<file path="src/include/rx_filter_cfg.svh">
// Purpose: Offsets, field positions, reset values and counts for the frame filter.
// Assumes: Register indices map to byte addresses at four times the index.
// Notes:   Definitions only.
`ifndef RX_FILTER_CFG_SVH
`define RX_FILTER_CFG_SVH

`define RFF_IDX_SYNC_MIN   6'h1A
`define RFF_IDX_MAX_SLOT   6'h1B
`define RFF_IDX_CARD_CFG   6'h1C
`define RFF_RST_SYNC_MIN   8'h00
`define RFF_RST_MAX_SLOT   8'h00
`define RFF_RST_CARD_CFG   8'h62
`define RFF_BIT_HALTED     2
`define RFF_SYNC_WORD      16'hB24D
`define RFF_SYNC_BASE      3'h2
`define RFF_MAX_DEFAULT    9'h100
`define RFF_REQ_WAKE       8'h52
`define RFF_GAP_BASE       4'h7
`define RFF_GAP_IDLE       4'hF
`define RFF_RESP_OKAY      2'h0
`define RFF_RESP_SLVERR    2'h2

`endif

</file>
<file path="src/include/rx_filter_pkg.sv">
// Purpose: Types shared by the frame filter and its bus.
// Assumes: Field layouts as in rx_filter_cfg.svh.
// Notes:   Types only.
package rx_filter_pkg;

	typedef struct packed {
		logic [1:0] sync_preamble_length;
		logic [5:0] min_packet_quads;
	} sync_min_t;

	typedef struct packed {
		logic       hold_until_selected;
		logic       half_slot_select;
		logic [5:0] max_packet_quads;
	} max_slot_t;

	typedef struct packed {
		logic [2:0] miller_sensitivity;
		logic [1:0] miller_time_constant;
		logic       card_halted_flag;
		logic [1:0] response_delay_extra;
	} card_cfg_t;

	typedef struct packed {
		logic       valid;
		logic [8:0] lenBytes;
	} rx_pkt_t;

	typedef struct packed {
		logic       valid;
		logic [7:0] code;
	} req_t;

	typedef enum logic [1:0] {
		AC_IDLE,
		AC_RUN,
		AC_SELECTED
	} autocoll_t;

endpackage

</file>
<file path="src/hw/response_gate.sv">
// Purpose: Holds a transmit request until the minimum response gap has passed.
// Assumes: bitTick pulses once per data bit; all inputs share sys_clk.
// Notes:   Gap is counted from the end of the last reception.
`timescale 1ns/1ps
`include "rx_filter_cfg.svh"

module response_gate (
	input  wire logic       sys_clk,
	input  wire logic       rst,
	input  wire logic       rxEnd,
	input  wire logic       bitTick,
	input  wire logic       txRequest,
	input  wire logic       txBitAligned,
	input  wire logic [1:0] extraBits,
	output logic            txStart,
	output logic            txHeld
);

	logic [3:0] gapCount_q;
	logic [3:0] gapCount_d;
	logic       pending_q;
	logic       txStart_q;
	wire  [3:0] gapNeed = `RFF_GAP_BASE + {2'b00, extraBits};
	wire        gapMet  = gapCount_q >= gapNeed;
	wire        wantTx  = txRequest | pending_q;
	wire        fire    = wantTx & gapMet & txBitAligned;

	// Bit counter restarts at each end of reception and saturates.
	assign gapCount_d = rxEnd ? 4'h0 :
		((bitTick && gapCount_q != `RFF_GAP_IDLE) ? gapCount_q + 4'h1 : gapCount_q);

	// Request waits while the gap is short, then starts on alignment.
	always_ff @(posedge sys_clk) begin
		if (rst) begin
			gapCount_q <= `RFF_GAP_IDLE;
			pending_q  <= 1'b0;
			txStart_q  <= 1'b0;
		end else begin
			gapCount_q <= gapCount_d;
			pending_q  <= wantTx & ~fire;
			txStart_q  <= fire;
		end
	end

	assign txStart = txStart_q;
	assign txHeld  = pending_q;

	property p_hold_short;
		@(posedge sys_clk) disable iff (rst)
		(wantTx && !gapMet) |=> !txStart_q;
	endproperty
	a_hold_short: assert property (p_hold_short) else $error("Start inside response gap.");

	property p_start_now;
		@(posedge sys_clk) disable iff (rst)
		(wantTx && gapMet && txBitAligned) |=> txStart_q ##1 !txHeld;
	endproperty
	a_start_now: assert property (p_start_now) else $error("Late start after gap.");

	property p_gap_len;
		@(posedge sys_clk) disable iff (rst)
		txStart_q |-> ($past(gapCount_q) >= 4'h7 + {2'b00, $past(extraBits)});
	endproperty
	a_gap_len: assert property (p_gap_len) else $error("Gap shorter than needed.");

	c_delayed: cover property (@(posedge sys_clk) pending_q ##[1:20] txStart_q);

endmodule

</file>
<file path="src/hw/contactless_rx_frame_filter.sv">
// Purpose: Receive packet length filter and card mode response settings.
// Assumes: All block inputs come from logic on sys_clk; AXI4-Lite 32-bit slave.
// Notes:   Registers sit at byte address four times their index.
//
// Design decision made here: the AXI4-Lite register port.
`timescale 1ns/1ps
`include "rx_filter_cfg.svh"

// How it works
// - Two-bit code sets sync preamble zero bytes.
// - Accept only when four times minimum not above length.
// - Shorter packets are dropped without processing.
// - At 106 kbit without sync detect, skip checks.
// - Accept only when four times maximum covers length.
// - Maximum field zero means 256 bytes.
// - Longer packets are dropped.
// - Hold mode ends anticollision only after selection.
// - Hold mode forbids active communication.
// - Half slot bit halves 424 kbit passive slot.
// - Three-bit field sets Miller sensitivity.
// - Two-bit field sets Miller time constant.
// - Halted flag set by software or hardware.
// - While halted only request code 52h passes.
// - RF reset clears the halted flag.
// - Response gap is seven plus extra bits.
// - Early transmit waits for the gap.
// - Late transmit starts at once when aligned.
module contactless_rx_frame_filter (
	input  wire logic                  sys_clk,
	input  wire logic                  rst,
	input  wire logic [7:0]            awaddr,
	input  wire logic                  awvalid,
	output logic                       awready,
	input  wire logic [31:0]           wdata,
	input  wire logic [3:0]            wstrb,
	input  wire logic                  wvalid,
	output logic                       wready,
	output logic [1:0]                 bresp,
	output logic                       bvalid,
	input  wire logic                  bready,
	input  wire logic [7:0]            araddr,
	input  wire logic                  arvalid,
	output logic                       arready,
	output logic [31:0]                rdata,
	output logic [1:0]                 rresp,
	output logic                       rvalid,
	input  wire logic                  rready,
	input  wire logic                  rate106,
	input  wire logic                  passive424,
	input  wire logic                  syncDetectEnable,
	input  wire rx_filter_pkg::rx_pkt_t rxPkt,
	input  wire rx_filter_pkg::req_t   req,
	input  wire logic                  haltSet,
	input  wire logic                  rfReset,
	input  wire logic                  autocollStart,
	input  wire logic                  selectDone,
	input  wire logic                  cmdValid,
	input  wire logic                  rxEnd,
	input  wire logic                  bitTick,
	input  wire logic                  txRequest,
	input  wire logic                  txBitAligned,
	output logic [2:0]                 syncBytes,
	output logic [15:0]                syncWord,
	output logic                       pktAccept,
	output logic                       pktDiscard,
	output logic                       reqAccept,
	output logic                       reqIgnore,
	output logic                       autocollDone,
	output logic                       activeAllowed,
	output logic                       slotHalf,
	output logic [2:0]                 millerSens,
	output logic [1:0]                 millerTau,
	output logic                       halted,
	output logic                       txStart,
	output logic                       txHeld
);

	rx_filter_pkg::sync_min_t  cfg1_q;
	rx_filter_pkg::max_slot_t  cfg2_q;
	rx_filter_pkg::card_cfg_t  cfg3_q;
	rx_filter_pkg::autocoll_t  acState_q;
	rx_filter_pkg::autocoll_t  acState_d;
	logic        halted_q;
	logic        halted_d;
	logic        awHeld_q;
	logic        wHeld_q;
	logic        awHeld_d;
	logic        wHeld_d;
	logic [5:0]  awIdx_q;
	logic [7:0]  wByte_q;
	logic        wLane_q;
	logic        awReady_q;
	logic        wReady_q;
	logic        bValid_q;
	logic [1:0]  bResp_q;
	logic        arReady_q;
	logic        rValid_q;
	logic [31:0] rData_q;
	logic [1:0]  rResp_q;
	logic [2:0]  syncBytes_q;
	logic        pktAccept_q;
	logic        pktDiscard_q;
	logic        reqAccept_q;
	logic        reqIgnore_q;
	logic        acDone_q;
	logic        active_q;
	logic        slotHalf_q;

	// Write channel capture; address and data may arrive in either order.
	wire awTake  = awvalid & awReady_q;
	wire wTake   = wvalid & wReady_q;
	wire doWrite = awHeld_q & wHeld_q & ~bValid_q;
	assign awHeld_d = awTake | (awHeld_q & ~doWrite);
	assign wHeld_d  = wTake | (wHeld_q & ~doWrite);

	// Write decode by register index.
	wire wrSync   = doWrite & wLane_q & (awIdx_q == `RFF_IDX_SYNC_MIN);
	wire wrMax    = doWrite & wLane_q & (awIdx_q == `RFF_IDX_MAX_SLOT);
	wire wrCard   = doWrite & wLane_q & (awIdx_q == `RFF_IDX_CARD_CFG);
	wire awMapped = (awIdx_q == `RFF_IDX_SYNC_MIN) | (awIdx_q == `RFF_IDX_MAX_SLOT) |
		(awIdx_q == `RFF_IDX_CARD_CFG);

	// Read decode; the halted bit shows live hardware state.
	wire [5:0] arIdx   = araddr[7:2];
	wire       arTake  = arvalid & arReady_q;
	wire [7:0] cardRd  = {cfg3_q.miller_sensitivity, cfg3_q.miller_time_constant,
		halted_q, cfg3_q.response_delay_extra};
	wire       arMapped = (arIdx == `RFF_IDX_SYNC_MIN) | (arIdx == `RFF_IDX_MAX_SLOT) |
		(arIdx == `RFF_IDX_CARD_CFG);
	wire [7:0] rdByte  = (arIdx == `RFF_IDX_SYNC_MIN) ? cfg1_q :
		(arIdx == `RFF_IDX_MAX_SLOT) ? cfg2_q :
		(arIdx == `RFF_IDX_CARD_CFG) ? cardRd : 8'h00;

	// Bus handshake state.
	always_ff @(posedge sys_clk) begin
		if (rst) begin
			awHeld_q  <= 1'b0;
			wHeld_q   <= 1'b0;
			awReady_q <= 1'b1;
			wReady_q  <= 1'b1;
			awIdx_q   <= 6'h00;
			wByte_q   <= 8'h00;
			wLane_q   <= 1'b0;
			bValid_q  <= 1'b0;
			bResp_q   <= `RFF_RESP_OKAY;
		end else begin
			awHeld_q  <= awHeld_d;
			wHeld_q   <= wHeld_d;
			awReady_q <= ~awHeld_d;
			wReady_q  <= ~wHeld_d;
			if (awTake) begin
				awIdx_q <= awaddr[7:2];
			end
			if (wTake) begin
				wByte_q <= wdata[7:0];
				wLane_q <= wstrb[0];
			end
			if (doWrite) begin
				bValid_q <= 1'b1;
				bResp_q  <= awMapped ? `RFF_RESP_OKAY : `RFF_RESP_SLVERR;
			end else if (bready) begin
				bValid_q <= 1'b0;
			end
		end
	end

	// Read channel: one read at a time, data from a register.
	always_ff @(posedge sys_clk) begin
		if (rst) begin
			arReady_q <= 1'b1;
			rValid_q  <= 1'b0;
			rData_q   <= 32'h0000_0000;
			rResp_q   <= `RFF_RESP_OKAY;
		end else if (arTake) begin
			arReady_q <= 1'b0;
			rValid_q  <= 1'b1;
			rData_q   <= {24'h00_0000, rdByte};
			rResp_q   <= arMapped ? `RFF_RESP_OKAY : `RFF_RESP_SLVERR;
		end else if (rValid_q && rready) begin
			arReady_q <= 1'b1;
			rValid_q  <= 1'b0;
		end
	end

	// Configuration registers written by software.
	always_ff @(posedge sys_clk) begin
		if (rst) begin
			cfg1_q <= `RFF_RST_SYNC_MIN;
			cfg2_q <= `RFF_RST_MAX_SLOT;
			cfg3_q <= `RFF_RST_CARD_CFG;
		end else begin
			if (wrSync) begin
				cfg1_q <= wByte_q;
			end
			if (wrMax) begin
				cfg2_q <= wByte_q;
			end
			if (wrCard) begin
				cfg3_q <= wByte_q;
			end
		end
	end

	// Halted flag: a hardware set wins over RF reset and software.
	assign halted_d = haltSet ? 1'b1 :
		rfReset ? 1'b0 :
		wrCard ? wByte_q[`RFF_BIT_HALTED] : halted_q;

	always_ff @(posedge sys_clk) begin
		if (rst) begin
			halted_q <= 1'(`RFF_RST_CARD_CFG >> `RFF_BIT_HALTED);
		end else begin
			halted_q <= halted_d;
		end
	end

	// Length bounds in bytes; a zero maximum means 256 bytes.
	wire [8:0] minBound = {1'b0, cfg1_q.min_packet_quads, 2'b00};
	wire [8:0] maxBound = (cfg2_q.max_packet_quads == 6'h00) ? `RFF_MAX_DEFAULT :
		{1'b0, cfg2_q.max_packet_quads, 2'b00};
	wire       checkOn  = ~(rate106 & ~syncDetectEnable);
	wire       minOk    = minBound <= rxPkt.lenBytes;
	wire       maxOk    = rxPkt.lenBytes <= maxBound;
	wire       lenOk    = ~checkOn | (minOk & maxOk);

	// Packet verdict; a short or long packet only raises the discard pulse.
	always_ff @(posedge sys_clk) begin
		if (rst) begin
			pktAccept_q  <= 1'b0;
			pktDiscard_q <= 1'b0;
			syncBytes_q  <= `RFF_SYNC_BASE;
		end else begin
			pktAccept_q  <= rxPkt.valid & lenOk;
			pktDiscard_q <= rxPkt.valid & ~lenOk;
			syncBytes_q  <= `RFF_SYNC_BASE + {1'b0, cfg1_q.sync_preamble_length};
		end
	end

	// Request filter while halted.
	wire reqPass = ~halted_q | (req.code == `RFF_REQ_WAKE);

	always_ff @(posedge sys_clk) begin
		if (rst) begin
			reqAccept_q <= 1'b0;
			reqIgnore_q <= 1'b0;
		end else begin
			reqAccept_q <= req.valid & reqPass;
			reqIgnore_q <= req.valid & ~reqPass;
		end
	end

	// Anticollision end: in hold mode a command counts only after selection.
	always_comb begin
		acState_d = acState_q;
		unique case (acState_q)
			rx_filter_pkg::AC_IDLE: begin
				if (autocollStart) begin
					acState_d = rx_filter_pkg::AC_RUN;
				end
			end
			rx_filter_pkg::AC_RUN: begin
				if (selectDone && cfg2_q.hold_until_selected) begin
					acState_d = rx_filter_pkg::AC_SELECTED;
				end else if (cmdValid && !cfg2_q.hold_until_selected) begin
					acState_d = rx_filter_pkg::AC_IDLE;
				end
			end
			rx_filter_pkg::AC_SELECTED: begin
				if (cmdValid) begin
					acState_d = rx_filter_pkg::AC_IDLE;
				end
			end
			default: begin
				acState_d = rx_filter_pkg::AC_IDLE;
			end
		endcase
	end

	wire acEnding = (acState_q != rx_filter_pkg::AC_IDLE) &&
		(acState_d == rx_filter_pkg::AC_IDLE);

	always_ff @(posedge sys_clk) begin
		if (rst) begin
			acState_q  <= rx_filter_pkg::AC_IDLE;
			acDone_q   <= 1'b0;
			active_q   <= 1'b0;
			slotHalf_q <= 1'b0;
		end else begin
			acState_q  <= acState_d;
			acDone_q   <= acEnding;
			active_q   <= ~cfg2_q.hold_until_selected;
			slotHalf_q <= cfg2_q.half_slot_select & passive424;
		end
	end

	// Minimum response gap ahead of transmission.
	response_gate gate (
		.sys_clk      (sys_clk),
		.rst          (rst),
		.rxEnd        (rxEnd),
		.bitTick      (bitTick),
		.txRequest    (txRequest),
		.txBitAligned (txBitAligned),
		.extraBits    (cfg3_q.response_delay_extra),
		.txStart      (txStart),
		.txHeld       (txHeld)
	);

	// Outputs, all from flip-flops except syncWord, which is a constant.
	assign awready       = awReady_q;
	assign wready        = wReady_q;
	assign bvalid        = bValid_q;
	assign bresp         = bResp_q;
	assign arready       = arReady_q;
	assign rvalid        = rValid_q;
	assign rdata         = rData_q;
	assign rresp         = rResp_q;
	assign syncBytes     = syncBytes_q;
	assign syncWord      = `RFF_SYNC_WORD;
	assign pktAccept     = pktAccept_q;
	assign pktDiscard    = pktDiscard_q;
	assign reqAccept     = reqAccept_q;
	assign reqIgnore     = reqIgnore_q;
	assign autocollDone  = acDone_q;
	assign activeAllowed = active_q;
	assign slotHalf      = slotHalf_q;
	assign millerSens    = cfg3_q.miller_sensitivity;
	assign millerTau     = cfg3_q.miller_time_constant;
	assign halted        = halted_q;

	// Checks on the filter behaviour.
	property p_sync_len;
		@(posedge sys_clk) disable iff (rst)
		##1 syncBytes_q == 3'h2 + {1'b0, $past(cfg1_q.sync_preamble_length)};
	endproperty
	a_sync_len: assert property (p_sync_len) else $error("Preamble length wrong.");

	property p_too_short;
		@(posedge sys_clk) disable iff (rst)
		(rxPkt.valid && checkOn && rxPkt.lenBytes < {1'b0, cfg1_q.min_packet_quads, 2'b00})
		|=> pktDiscard_q && !pktAccept_q;
	endproperty
	a_too_short: assert property (p_too_short) else $error("Short packet kept.");

	property p_too_long;
		@(posedge sys_clk) disable iff (rst)
		(rxPkt.valid && checkOn && rxPkt.lenBytes > maxBound) |=> pktDiscard_q;
	endproperty
	a_too_long: assert property (p_too_long) else $error("Long packet kept.");

	property p_max_zero;
		@(posedge sys_clk) disable iff (rst)
		(rxPkt.valid && cfg2_q.max_packet_quads == 6'h00 && rxPkt.lenBytes == 9'h100)
		|=> pktAccept_q;
	endproperty
	a_max_zero: assert property (p_max_zero) else $error("256 byte packet lost.");

	property p_bypass;
		@(posedge sys_clk) disable iff (rst)
		(rxPkt.valid && rate106 && !syncDetectEnable) |=> pktAccept_q;
	endproperty
	a_bypass: assert property (p_bypass) else $error("Length checked at 106.");

	property p_halt_req;
		@(posedge sys_clk) disable iff (rst)
		(req.valid && halted_q && req.code != 8'h52) |=> reqIgnore_q && !reqAccept_q;
	endproperty
	a_halt_req: assert property (p_halt_req) else $error("Request passed while halted.");

	property p_rf_clear;
		@(posedge sys_clk) disable iff (rst)
		(rfReset && !haltSet) |=> !halted_q;
	endproperty
	a_rf_clear: assert property (p_rf_clear) else $error("Halt kept over RF reset.");

	property p_halt_set;
		@(posedge sys_clk) disable iff (rst)
		haltSet |=> halted_q;
	endproperty
	a_halt_set: assert property (p_halt_set) else $error("Halt set lost.");

	property p_hold_end;
		@(posedge sys_clk) disable iff (rst)
		(acState_q == rx_filter_pkg::AC_RUN && cfg2_q.hold_until_selected) |=> !acDone_q;
	endproperty
	a_hold_end: assert property (p_hold_end) else $error("Ended before selection.");

	property p_no_active;
		@(posedge sys_clk) disable iff (rst)
		cfg2_q.hold_until_selected ##1 cfg2_q.hold_until_selected |-> !active_q;
	endproperty
	a_no_active: assert property (p_no_active) else $error("Active mode in hold.");

	c_discard: cover property (@(posedge sys_clk) pktDiscard_q);
	c_selected: cover property (@(posedge sys_clk)
		acState_q == rx_filter_pkg::AC_SELECTED ##[1:50] acDone_q);
	c_wake: cover property (@(posedge sys_clk) halted_q && reqAccept_q);

endmodule

</file>
<file path="config.mk">
export PLATFORM = sky130hd
export DESIGN_NAME = contactless_rx_frame_filter
export DESIGN_NICKNAME = d
export VERILOG_FILES = /design/src/include/rx_filter_pkg.sv /design/src/hw/response_gate.sv /design/src/hw/contactless_rx_frame_filter.sv
export VERILOG_INCLUDE_DIRS = /design/src /design/src/include
export SDC_FILE = /design/constraint.sdc
export NUM_CORES = 1
export LEC_CHECK = 0
export BUFFER_PORTS_ARGS = -buffer_cell sky130_fd_sc_hd__buf_2
export CAP_MARGIN = 15
export CORE_MARGIN = 2
export CORE_UTILIZATION = 52
export CTS_BUF_LIST = sky130_fd_sc_hd__clkbuf_2
export DETAILED_ROUTE_END_ITERATION = 10
export HOLD_SLACK_MARGIN = 0.06
export PLACE_DENSITY = 0.92
export SLEW_MARGIN = 0
export SYNTH_ARGS = -nofsm -noshare
export SYNTH_HDL_FRONTEND = slang
export SYNTH_SLANG_ARGS = --single-unit
</file>
<file path="constraint.sdc">
create_clock -name sys_clk -period 3.5 [get_ports sys_clk]
set_input_delay 0.175 -clock sys_clk [delete_from_list [all_inputs] [get_ports sys_clk]]
set_output_delay 0.175 -clock sys_clk [all_outputs]
set_load 0.01 [all_outputs]
</file>
# --- Yosys cells after proc, flatten, opt, wreduce, memory -nomap -nowiden ---
# Index checks and enable logic that the tools add are counted.
classes:
  magnitude_cmp: 3
  reduce_logical: 14
  n_addsub: 3
  mux: 22
  n_eq_ne: 10
  bitwise: 40
op_table:
  columns: ["cell", "count"]
  rows:
  - ["$eq A6 B5 Y1 const B", 6]
  - ["$mux W8", 3]
  - ["$and A1 B1 Y1", 21]
  - ["$mux W2", 6]
  - ["$not A1 Y1", 10]
  - ["$le A8 B9 Y1", 1]
  - ["$le A9 B9 Y1", 1]
  - ["$mux W1", 9]
  - ["$mux W9", 1]
  - ["$or A1 B1 Y1", 9]
  - ["$eq A8 B7 Y1 const B", 1]
  - ["$mux W4", 2]
  - ["$reduce_bool A2 Y1", 4]
  - ["$logic_not A6 Y1", 1]
  - ["$pmux W2 S3", 1]
  - ["$logic_and A1 B1 Y1", 5]
  - ["$add A3 B2 Y4 const A", 1]
  - ["$add A4 B1 Y4 const B", 1]
  - ["$ge A4 B4 Y1", 1]
  - ["$logic_not A2 Y1", 2]
  - ["$ne A4 B4 Y1 const B", 1]
  - ["$add A2 B2 Y3 const A", 1]
  - ["$reduce_bool A3 Y1", 1]
  - ["$eq A2 B1 Y1 const B", 1]
  - ["other kinds (2)", 2]
word_totals:
  input_bits: 90
  output_inout_bits: 75
  wordCells: 126
  regBits: 76

# --- Longest topological paths before layout ---
# Gate-level depths: netlist of the first run.
depth:
  ltp_word: 7
  depth_mapped: 8
  ltp_nobuf: 8

# --- Cells and area by module ---
# A second synthesis of the first run with hierarchy kept.
hier_totals:
  hier_cells: 416
  hier_area_um2: 3734.8
by_module_without_submodules:
  columns: ["mod", "area_each_um2", "n_inst", "cells_per_inst", "seq_area_each_um2"]
  rows:
  - ["contactless_rx_frame_filter", 3364.5, 1, 377, 1361.3]
  - ["response_gate", 370.4, 1, 39, 120.1]

# --- Least setup slack after synthesis of the first run ---
# Ideal clock, no wire load.
synth_timing:
  path_type: "register to register"
  from: "register cfg2_q[0] in the netlist's numbering"
  to: "register pktDiscard_q (netlist: pktDiscard)"
  slack_ns: 1.823
  path_stages_with_launch: 9
  arrival_time_ns: 1.617
  setup_ns: 0.060
  cell_sequence: "dfxtp_1 > nor4_1 > nand3_1 > ha_1 > nand4_1 > a21oi_1 > nor3_1 > o32ai_1 > and3_1"
synth_via:
  elab_chain_cells: 7
synth_rtl:
  columns: ["element", "line", "rtl"]
  rows:
  - ["start: declaration", "contactless_rx_frame_filter.sv:79", "rx_filter_pkg::max_slot_t cfg2_q;"]
  - ["start signal: assignment", "contactless_rx_frame_filter.sv:189", "cfg2_q <= `RFF_RST_MAX_SLOT;"]
  - ["start signal: assignment", "contactless_rx_frame_filter.sv:196", "cfg2_q <= wByte_q;"]
  - ["$logic_not A6 Y1", "contactless_rx_frame_filter.sv:219", "wire [8:0] maxBound = (cfg2_q.max_packet_quads == 6'h00) ? `RFF_MAX_DEFAULT :"]
  - ["$mux W9 (*)", "contactless_rx_frame_filter.sv:219", null]
  - ["$le A9 B9 Y1 (*)", "contactless_rx_frame_filter.sv:223", "wire maxOk = rxPkt.lenBytes <= maxBound;"]
  - ["$and A1 B1 Y1 (*)", "contactless_rx_frame_filter.sv:224", "wire lenOk = ~checkOn | (minOk & maxOk);"]
  - ["$or A1 B1 Y1 (*)", "contactless_rx_frame_filter.sv:224", null]
  - ["$not A1 Y1 (*)", "contactless_rx_frame_filter.sv:234", "pktDiscard_q <= rxPkt.valid & ~lenOk;"]
  - ["$and A1 B1 Y1 (*)", "contactless_rx_frame_filter.sv:234", null]
  - ["end signal: assignment", "contactless_rx_frame_filter.sv:234", null]
  - ["end: declaration", "contactless_rx_frame_filter.sv:102", "logic pktDiscard_q;"]
# Every way passes the cells marked *; elsewhere a longest branch is shown, timed or not.
# A chain may end at the register's enable or synchronous reset.

# --- Worst setup path after layout of the first run ---
layout_timing:
  from: "register cfg3_q, in the netlist cardRd[0]"
  to: "register gate.pending_q (netlist: gate.txHeld)"
layout_via:
  elab_chain_cells: 6
layout_rtl:
  columns: ["element", "line", "rtl"]
  rows:
  - ["start: declaration", "contactless_rx_frame_filter.sv:80", "rx_filter_pkg::card_cfg_t cfg3_q;"]
  - ["start signal: assignment", "contactless_rx_frame_filter.sv:190", "cfg3_q <= `RFF_RST_CARD_CFG;"]
  - ["start signal: assignment", "contactless_rx_frame_filter.sv:199", "cfg3_q <= wByte_q;"]
  - ["$add A3 B2 Y4 (no line)", null, null]
  - ["$ge A4 B4 Y1", "response_gate.sv:24", "wire gapMet = gapCount_q >= gapNeed;"]
  - ["$and A1 B1 Y1 (2 in a row)", "response_gate.sv:26", "wire fire = wantTx & gapMet & txBitAligned;"]
  - ["$not A1 Y1", "response_gate.sv:40", "pending_q <= wantTx & ~fire;"]
  - ["$and A1 B1 Y1", "response_gate.sv:40", null]
  - ["end signal: assignment", "response_gate.sv:40", null]
  - ["end: declaration", "response_gate.sv:21", "logic pending_q;"]
# No other way between the ends.

==> reports/metrics.csv, run 1 <==
stage;metric;value;unit
placed_design;dp.final_hpwl;5.83;mm
synthesis;yosysWarningCount;0;
sta;skew;6.16;ps
die;die-area;7690;sq um
sta;post-route-period-util;67.9;%
critical_path;arrival;2830;ps
sta;fin_tns_setup;0;ps
global_route;grt_first_pass_wirelength;13.6;mm
critical_path;r2r_start;cardRd[0];
clocking;cts_tree;done;
synthesis;synth.most_common_cell;dfxtp_1;
synthesis;synth_cells;409;
synthesis;avgSynthCellArea;8.90;sq um
clocking;post_cts_buffers;0;
clocking;clockBufferDepth;2;
die;core;6790;sq um
sta;tightest_slew;891;ps
synthesis;ys_seq_area_share;40.7;%
sta;max_freq;421;MHz
synthesis;synth_common_cells;74 x dfxtp_1, 48 x buf_4, 45 x nand2_1;
routing;firstDrtPassIters;4;
die;rows;30;
pwr;pwr-share-comb;15.7;%
synthesis;synthFlopType;dfxtp_1;
placed_design;pre_cts_ws;1580;ps
sta;hold_viol_final;0;
critical_path;cp-end-kind;flip-flop;
pwr;pwr-share-seq;56.8;%
sta;slew_headroom;40.1;%
clocking;cts_made_buffers;9;
synthesis;synth_area;3640;sq um
placed_design;io_buffers;91;
clocking;cts.sink_count;74;
routing;ant_nets;0;
routing;routed_wl;8.63;mm
pwr;switching_share;27.9;%
pwr;power.switching;0.000448;W
final_layout;area_delta_synth_final;23.8;%
sta;fin_crit;2380;ps
critical_path;crit_type;flip-flop to flip-flop;
critical_path;crit_path_start_kind;flip-flop;
routing;drtIter0Drc;190;
die;die_h;87.7;um
critical_path;worstPathRequired;3960;ps
synthesis;netlist.top_cell.by_area;dfxtp_1;
clocking;clk_latency;500;ps
die;ioPinCount;165;
sta;setup_viol;0;
worst_hold_path;worstHoldStart;bitTick;
routing;drc;0;
clocking;cts_htree_levels;3;
synthesis;synth.top_cell.area_share;40.7;%
final_layout;fill_cells;532;
final_layout;antenna_cells;0;
critical_path;cp_max_fo;3;
global_route;grt_pass1_vias;3012;
synthesis;synthTopCellsByArea;dfxtp_1 41%, buf_4 9.9%, mux2i_1 7.2%;
pwr;clock_power_share;27.5;%
synthesis;synth_edf_count;0;
final_layout;nets;645;
global_route;grt.total_usage;22.8;%
clocking;cts_root_buf;clkbuf_2;
pwr;powerDensity;356;nW/um^2
clocking;hold_buffers;44;
global_route;grt_overflow;0;
clocking;clkTransAtPathRegs;180;ps
global_route;grt_max_degree;58;
synthesis;ys_ff_latch;74;
global_route;grt_antenna_before_repair;0;
sta;report.final.slew_viol_count;0;
job;drv_cap;0;
final_layout;drive_above_1_share;21.3;%
die;initial_core_util;53.6;%
synthesis;synth_cell_types;44;
pwr;irDropWorstVdd;0.000303;V
sta;rsz0062_at_grt;false;
sta;setup_ws;1120;ps
routing;routedWlPerCell;13.5;um
pwr;intPower;0.00116;W
critical_path;startpoint;cardRd[0];
pwr;total_leakage_power;2.23;nW
status;status;finished, final reports clean;
clocking;cts_resized;0;
placed_design;place_congestion;0.798;
die;die_x;87.7;um
routing;vias;3177;
synthesis;ys_async_sr_fraction;0;%
worst_hold_path;hp-class;input pin to flip-flop;
routing;via_per_inst;4.99;
-- flip-flops by register name (all words and copies together) (netlist names), 2 cells and up --
register,count
cfg1_q,8
cfg2_q,8
rdata,8
wByte_q,8
awIdx_q,6
gate.gapCount_q,4
millerSens,3
syncBytes,3
acState_q,2
cardRd,2
millerTau,2
-- through the flow --
step	instances	util [%]	instance area, sq um	total power (W)	hold WS [ps]
2_1_floorplan	449	-	3790	0.00109	258
3_3_place_gp	577	58.3	3960	0.00112	369
3_5_place_dp	577	58.3	3960	0.00114	381
4_1_cts	637	66.3	4510	0.00161	68.0
5_1_grt	637	66.3	4510	0.00169	85.0
6_report	637	66.3	4510	0.00160	114
-- power groups by stage --
stage,registers [W],logic (W),clock network (W)
2_1_floorplan,0.000928,0.000159,0
3_3_place_gp,0.000924,0.000200,0
3_5_place_dp,0.000927,0.000209,0
4_1_cts,0.000910,0.000247,0.000455
5_1_grt,0.000915,0.000282,0.000495
6_report,0.000910,0.000252,0.000441
-- final cells by class --
| class | count | area, sq um | area share, % |
|---|---|---|---|
| multi-input cells | 293 | 1810 | 40.2 |
| repair buffers | 136 | 903 | 20.0 |
| well taps | 96 | 120 | 2.67 |
| flip-flops and latches | 74 | 1480 | 32.9 |
| clock inverters | 7 | 60.1 | 1.33 |
| clock buffers | 9 | 45.0 | 1.00 |
| inverters | 22 | 82.6 | 1.83 |
-- logic make-up (layout without fill, tap and decap cells) --
logic type               count (synthesis)  after routing  share of synthesized area [%]
AND/OR/NAND/NOR                        139            139                           19.9
buffers and inverters                   82            174                           13.6
flip-flops                              74             74                           40.7
multiplexers                            28             28                           7.87
AO/OA/AOI/OAI                           63             63                           10.7
adder cells (fa/ha/maj)                 19             19                           6.53
other                                    2             42                          0.206
XOR/XNOR                                 2              2                          0.481
-- worst max-delay path: stages, from the launching register on --
cell,delay [ps]
dfxtp_1,410
inv_1,80
ha_1,290
ha_1,270
a21o_1,150
a21o_1,170
a21o_1,190
a211oi_1,210
dlygate4sd3_1,570
-- final timing paths --
check / cells past startpoint / endpoint / slack [ps]
setup / recovery: 8 / gate.txHeld / 1120
hold / removal: 4 / gate.gapCount_q[0] / 110
hold reg to reg: 2 / awIdx_q[5] / 480
setup reg to reg: 8 / gate.txHeld / 1120
-- cells in the final DEF (no fill, tap or decap), types with 4 or more instances in the layout --
cell type       n
inv_1          22
nand2_1        45
nor2_1         39
conb_1         42
o21ai_0         8
nand3_1        12
a21o_1          5
a211oi_1        5
dfxtp_1        74
a21oi_1        33
mux2i_1        26
buf_2          91
nor3_1          9
clkbuf_2        9
a221o_1         4
ha_1           19
dlygate4sd3_1  44
-- metal layers --
| layer | vias up | global-route usage, % | share of wire [%] |
|---|---|---|---|
| met5 | - | 0 | 0 |
| met4 | 0 | 8.25 | 1.0 |
| met3 | 8 | 6.50 | 5.8 |
| met2 | 129 | 41.3 | 52 |
| met1 | 1471 | 25.3 | 41 |
| li1 | 1569 | - | - |
No activity file was read; power rests on OpenSTA's default activity.
==> run 2, diff against run 1 <==
--- a/config.mk
+++ b/config.mk
@@ -6,14 +6,15 @@
 export SDC_FILE = /design/constraint.sdc
 export NUM_CORES = 1
 export LEC_CHECK = 0
+export ABC_AREA = 1
 export BUFFER_PORTS_ARGS = -buffer_cell sky130_fd_sc_hd__buf_2
 export CAP_MARGIN = 15
 export CORE_MARGIN = 2
-export CORE_UTILIZATION = 52
+export CORE_UTILIZATION = 45
 export CTS_BUF_LIST = sky130_fd_sc_hd__clkbuf_2
 export DETAILED_ROUTE_END_ITERATION = 10
 export HOLD_SLACK_MARGIN = 0.06
-export PLACE_DENSITY = 0.92
+export PLACE_DENSITY = 0.84
 export SLEW_MARGIN = 0
 export SYNTH_ARGS = -nofsm -noshare
 export SYNTH_HDL_FRONTEND = slang
==> constraint.sdc (replaced) <==
create_clock -name sys_clk -period 1.9 [get_ports sys_clk]
set_input_delay 0.095 -clock sys_clk [delete_from_list [all_inputs] [get_ports sys_clk]]
set_output_delay 0.095 -clock sys_clk [all_outputs]
set_load 0.01 [all_outputs]
==> reports/metrics.csv, run 2 <==
stage;metric;value;unit
status;status;finished, final reports clean;
pwr;intPower;0.00245;W
sta;skew;33.7;ps
critical_path;cp_max_fo;4;
sta;report.final.slew_viol_count;0;
final_layout;area_delta_synth_final;29.9;%
sta;setup_viol;0;
die;ioPinCount;165;
routing;drc;0;
routing;ant_nets;0;
final_layout;fin_util;60.8;%
pwr;switching_share;27.5;%
routing;vias;3640;
final_layout;drive_above_1_share;21.7;%
final_layout;nets;774;
routing;drtIter0Drc;204;
sta;post-route-period-util;95.5;%
sta;setup_ws;84.6;ps
global_route;grt.total_usage;20.2;%
synthesis;ys_seq_area_share;38.3;%
synthesis;synth_common_cells;89 x nand2_1, 74 x dfxtp_1, 61 x inv_1;
final_layout;fin_area;5020;sq um
synthesis;yosysWarningCount;0;
pwr;power.switching;0.000929;W
die;rows;33;
global_route;use_met3;4.34;%
clocking;cts.sink_count;74;
routing;routedWlPerCell;12.1;um
global_route;grt_max_degree;30;
global_route;grt_overflow;0;
clocking;cts_made_buffers;9;
pwr;total_leakage_power;2.47;nW
global_route;grt_antenna_before_repair;0;
synthesis;synth.most_common_cell;nand2_1;
clocking;cts_tree;done;
pwr;clock_power_share;33.9;%
sta;fin_crit;1820;ps
sta;worst_hold_slack;101;ps
die;die-area;9340;sq um
synthesis;synth_area;3860;sq um
pwr;powerDensity;672;nW/um^2
sta;rsz0062_at_grt;true;
critical_path;crit_path_start_kind;flip-flop;
clocking;clk_latency;520;ps
global_route;grt_pass1_vias;3493;
die;core;8260;sq um
final_layout;mostFrequentLayoutCells;91 x buf_2, 89 x nand2_1, 73 x dfxtp_1;
final_layout;antenna_cells;0;
global_route;met2_usage;35.2;%
critical_path;arrival;2250;ps
synthesis;synth_cell_types;36;
synthesis;synth.top_cell.area_share;38.3;%
routing;routed_wl;9.33;mm
pwr;pwr-share-comb;16.2;%
sta;hold_viol_final;0;
sta;fin_tns_setup;0;ps
worst_hold_path;worstHoldStart;awvalid;
pwr;pwr-share-seq;50.0;%
routing;via_per_inst;4.70;
synthesis;synthFlopType;dfxtp_1;
synthesis;synth_cells;517;
critical_path;cp-end-kind;flip-flop;
critical_path;worstPathRequired;2340;ps
clocking;cts_htree_levels;3;
die;die_h;96.7;um
sta;max_freq;551;MHz
critical_path;r2r_start;halted;
pwr;irDropWorstVdd;0.000507;V
job;drv_cap;0;
synthesis;ys_async_sr_fraction;0;%
placed_design;placed_cell_area;4230;sq um
global_route;grt_first_pass_wirelength;15.7;mm
placed_design;pre_cts_ws;246;ps
final_layout;final_common_cell;buf_2;
placed_design;place_congestion;0.862;
global_route;grt-busiest-layer;met2;
clocking;clkTransAtPathRegs;230;ps
clocking;cts_root_buf;clkbuf_2;
critical_path;crit_type;flip-flop to flip-flop;
final_layout;fill_cells;761;
placed_design;dp.final_hpwl;6.62;mm
die;initial_core_util;46.8;%
die;die_x;96.7;um
synthesis;synthTopCellsByArea;dfxtp_1 38%, buf_4 9.1%, nand2_1 8.6%;
synthesis;netlist.top_cell.by_area;dfxtp_1;
global_route;grtUsageMet1;24.7;%
worst_hold_path;hp-class;input pin to flip-flop;
critical_path;startpoint;halted;
synthesis;synth_edf_count;0;
routing;firstDrtPassIters;4;
placed_design;io_buffers;91;
synthesis;avgSynthCellArea;7.47;sq um
clocking;clockBufferDepth;2;
synthesis;ys_ff_latch;74;
==> run 2: worst max-delay path, stage by stage, from the launching register on <==
cell,delay (ps)
dfxtp_1,440
o31ai_2,100
nand2_1,60
dlygate4sd3_1,540
nor2_1,40
dlygate4sd3_1,580
==> run 2: power groups by stage <==
| stage | registers, W | logic, W | clock network, W |
|---|---|---|---|
| 2_1_floorplan | 0.00172 | 0.000333 | 0 |
| 3_3_place_gp | 0.00171 | 0.000417 | 0 |
| 3_5_place_dp | 0.00172 | 0.000437 | 0 |
| 4_1_cts | 0.00168 | 0.000532 | 0.00116 |
| 5_1_grt | 0.00170 | 0.000618 | 0.00123 |
| 6_report | 0.00169 | 0.000546 | 0.00114 |
==> run 2: through the flow <==
stage,total power (W),std cells
after floorplan,0.00205,557
after global placement,0.00213,697
after detailed placement,0.00215,697
after CTS,0.00337,772
after global routing,0.00354,774
final,0.00337,774
==> run 2: layer usage <==
| layer | share of wire, % | vias to the layer above |
|---|---|---|
| li1 | - | 1870 |
| met1 | 44 | 1618 |
| met2 | 48 | 136 |
| met3 | 5.9 | 16 |
| met4 | 1.4 | 0 |
| met5 | 0 | - |
==> run 2: area by class of cell <==
cell class,instances,area [sq um],area share [%]
sequential,74,1480,29.5
clock buffer,9,45.0,0.897
clock inverter,6,115,2.29
multi-input combinational,357,1890,37.6
timing repair buffer,156,1100,21.9
tap,105,131,2.62
inverter,67,258,5.13
==> run 2: what timing repair did <==
| item | CTS | global route |
|---|---|---|
| hold buffers | 60 | 0 |
| endpoints found under the hold margin | 45 | 0 |
| buffers inserted | 0 | 4 |
| setup endpoints to repair | 0 | 7 |
| resized for setup | 0 | 6 |
==> run 2: worst paths after layout <==
check,endpoint,slack (ps),cells after the start
max,reqAccept,80,5
min,awIdx_q[5],100,4
min reg2reg,syncBytes[0],490,2
max reg2reg,reqAccept,80,5
==> run 2: kinds of logic after synthesis <==
group | share of synthesized area [%]
AOI/OAI and AO/OA | 13.9
DFF | 38.3
and+or+nand+nor | 24.3
other | 0.194
buffers and inverters | 17.2
adders and majority gates | 6.15
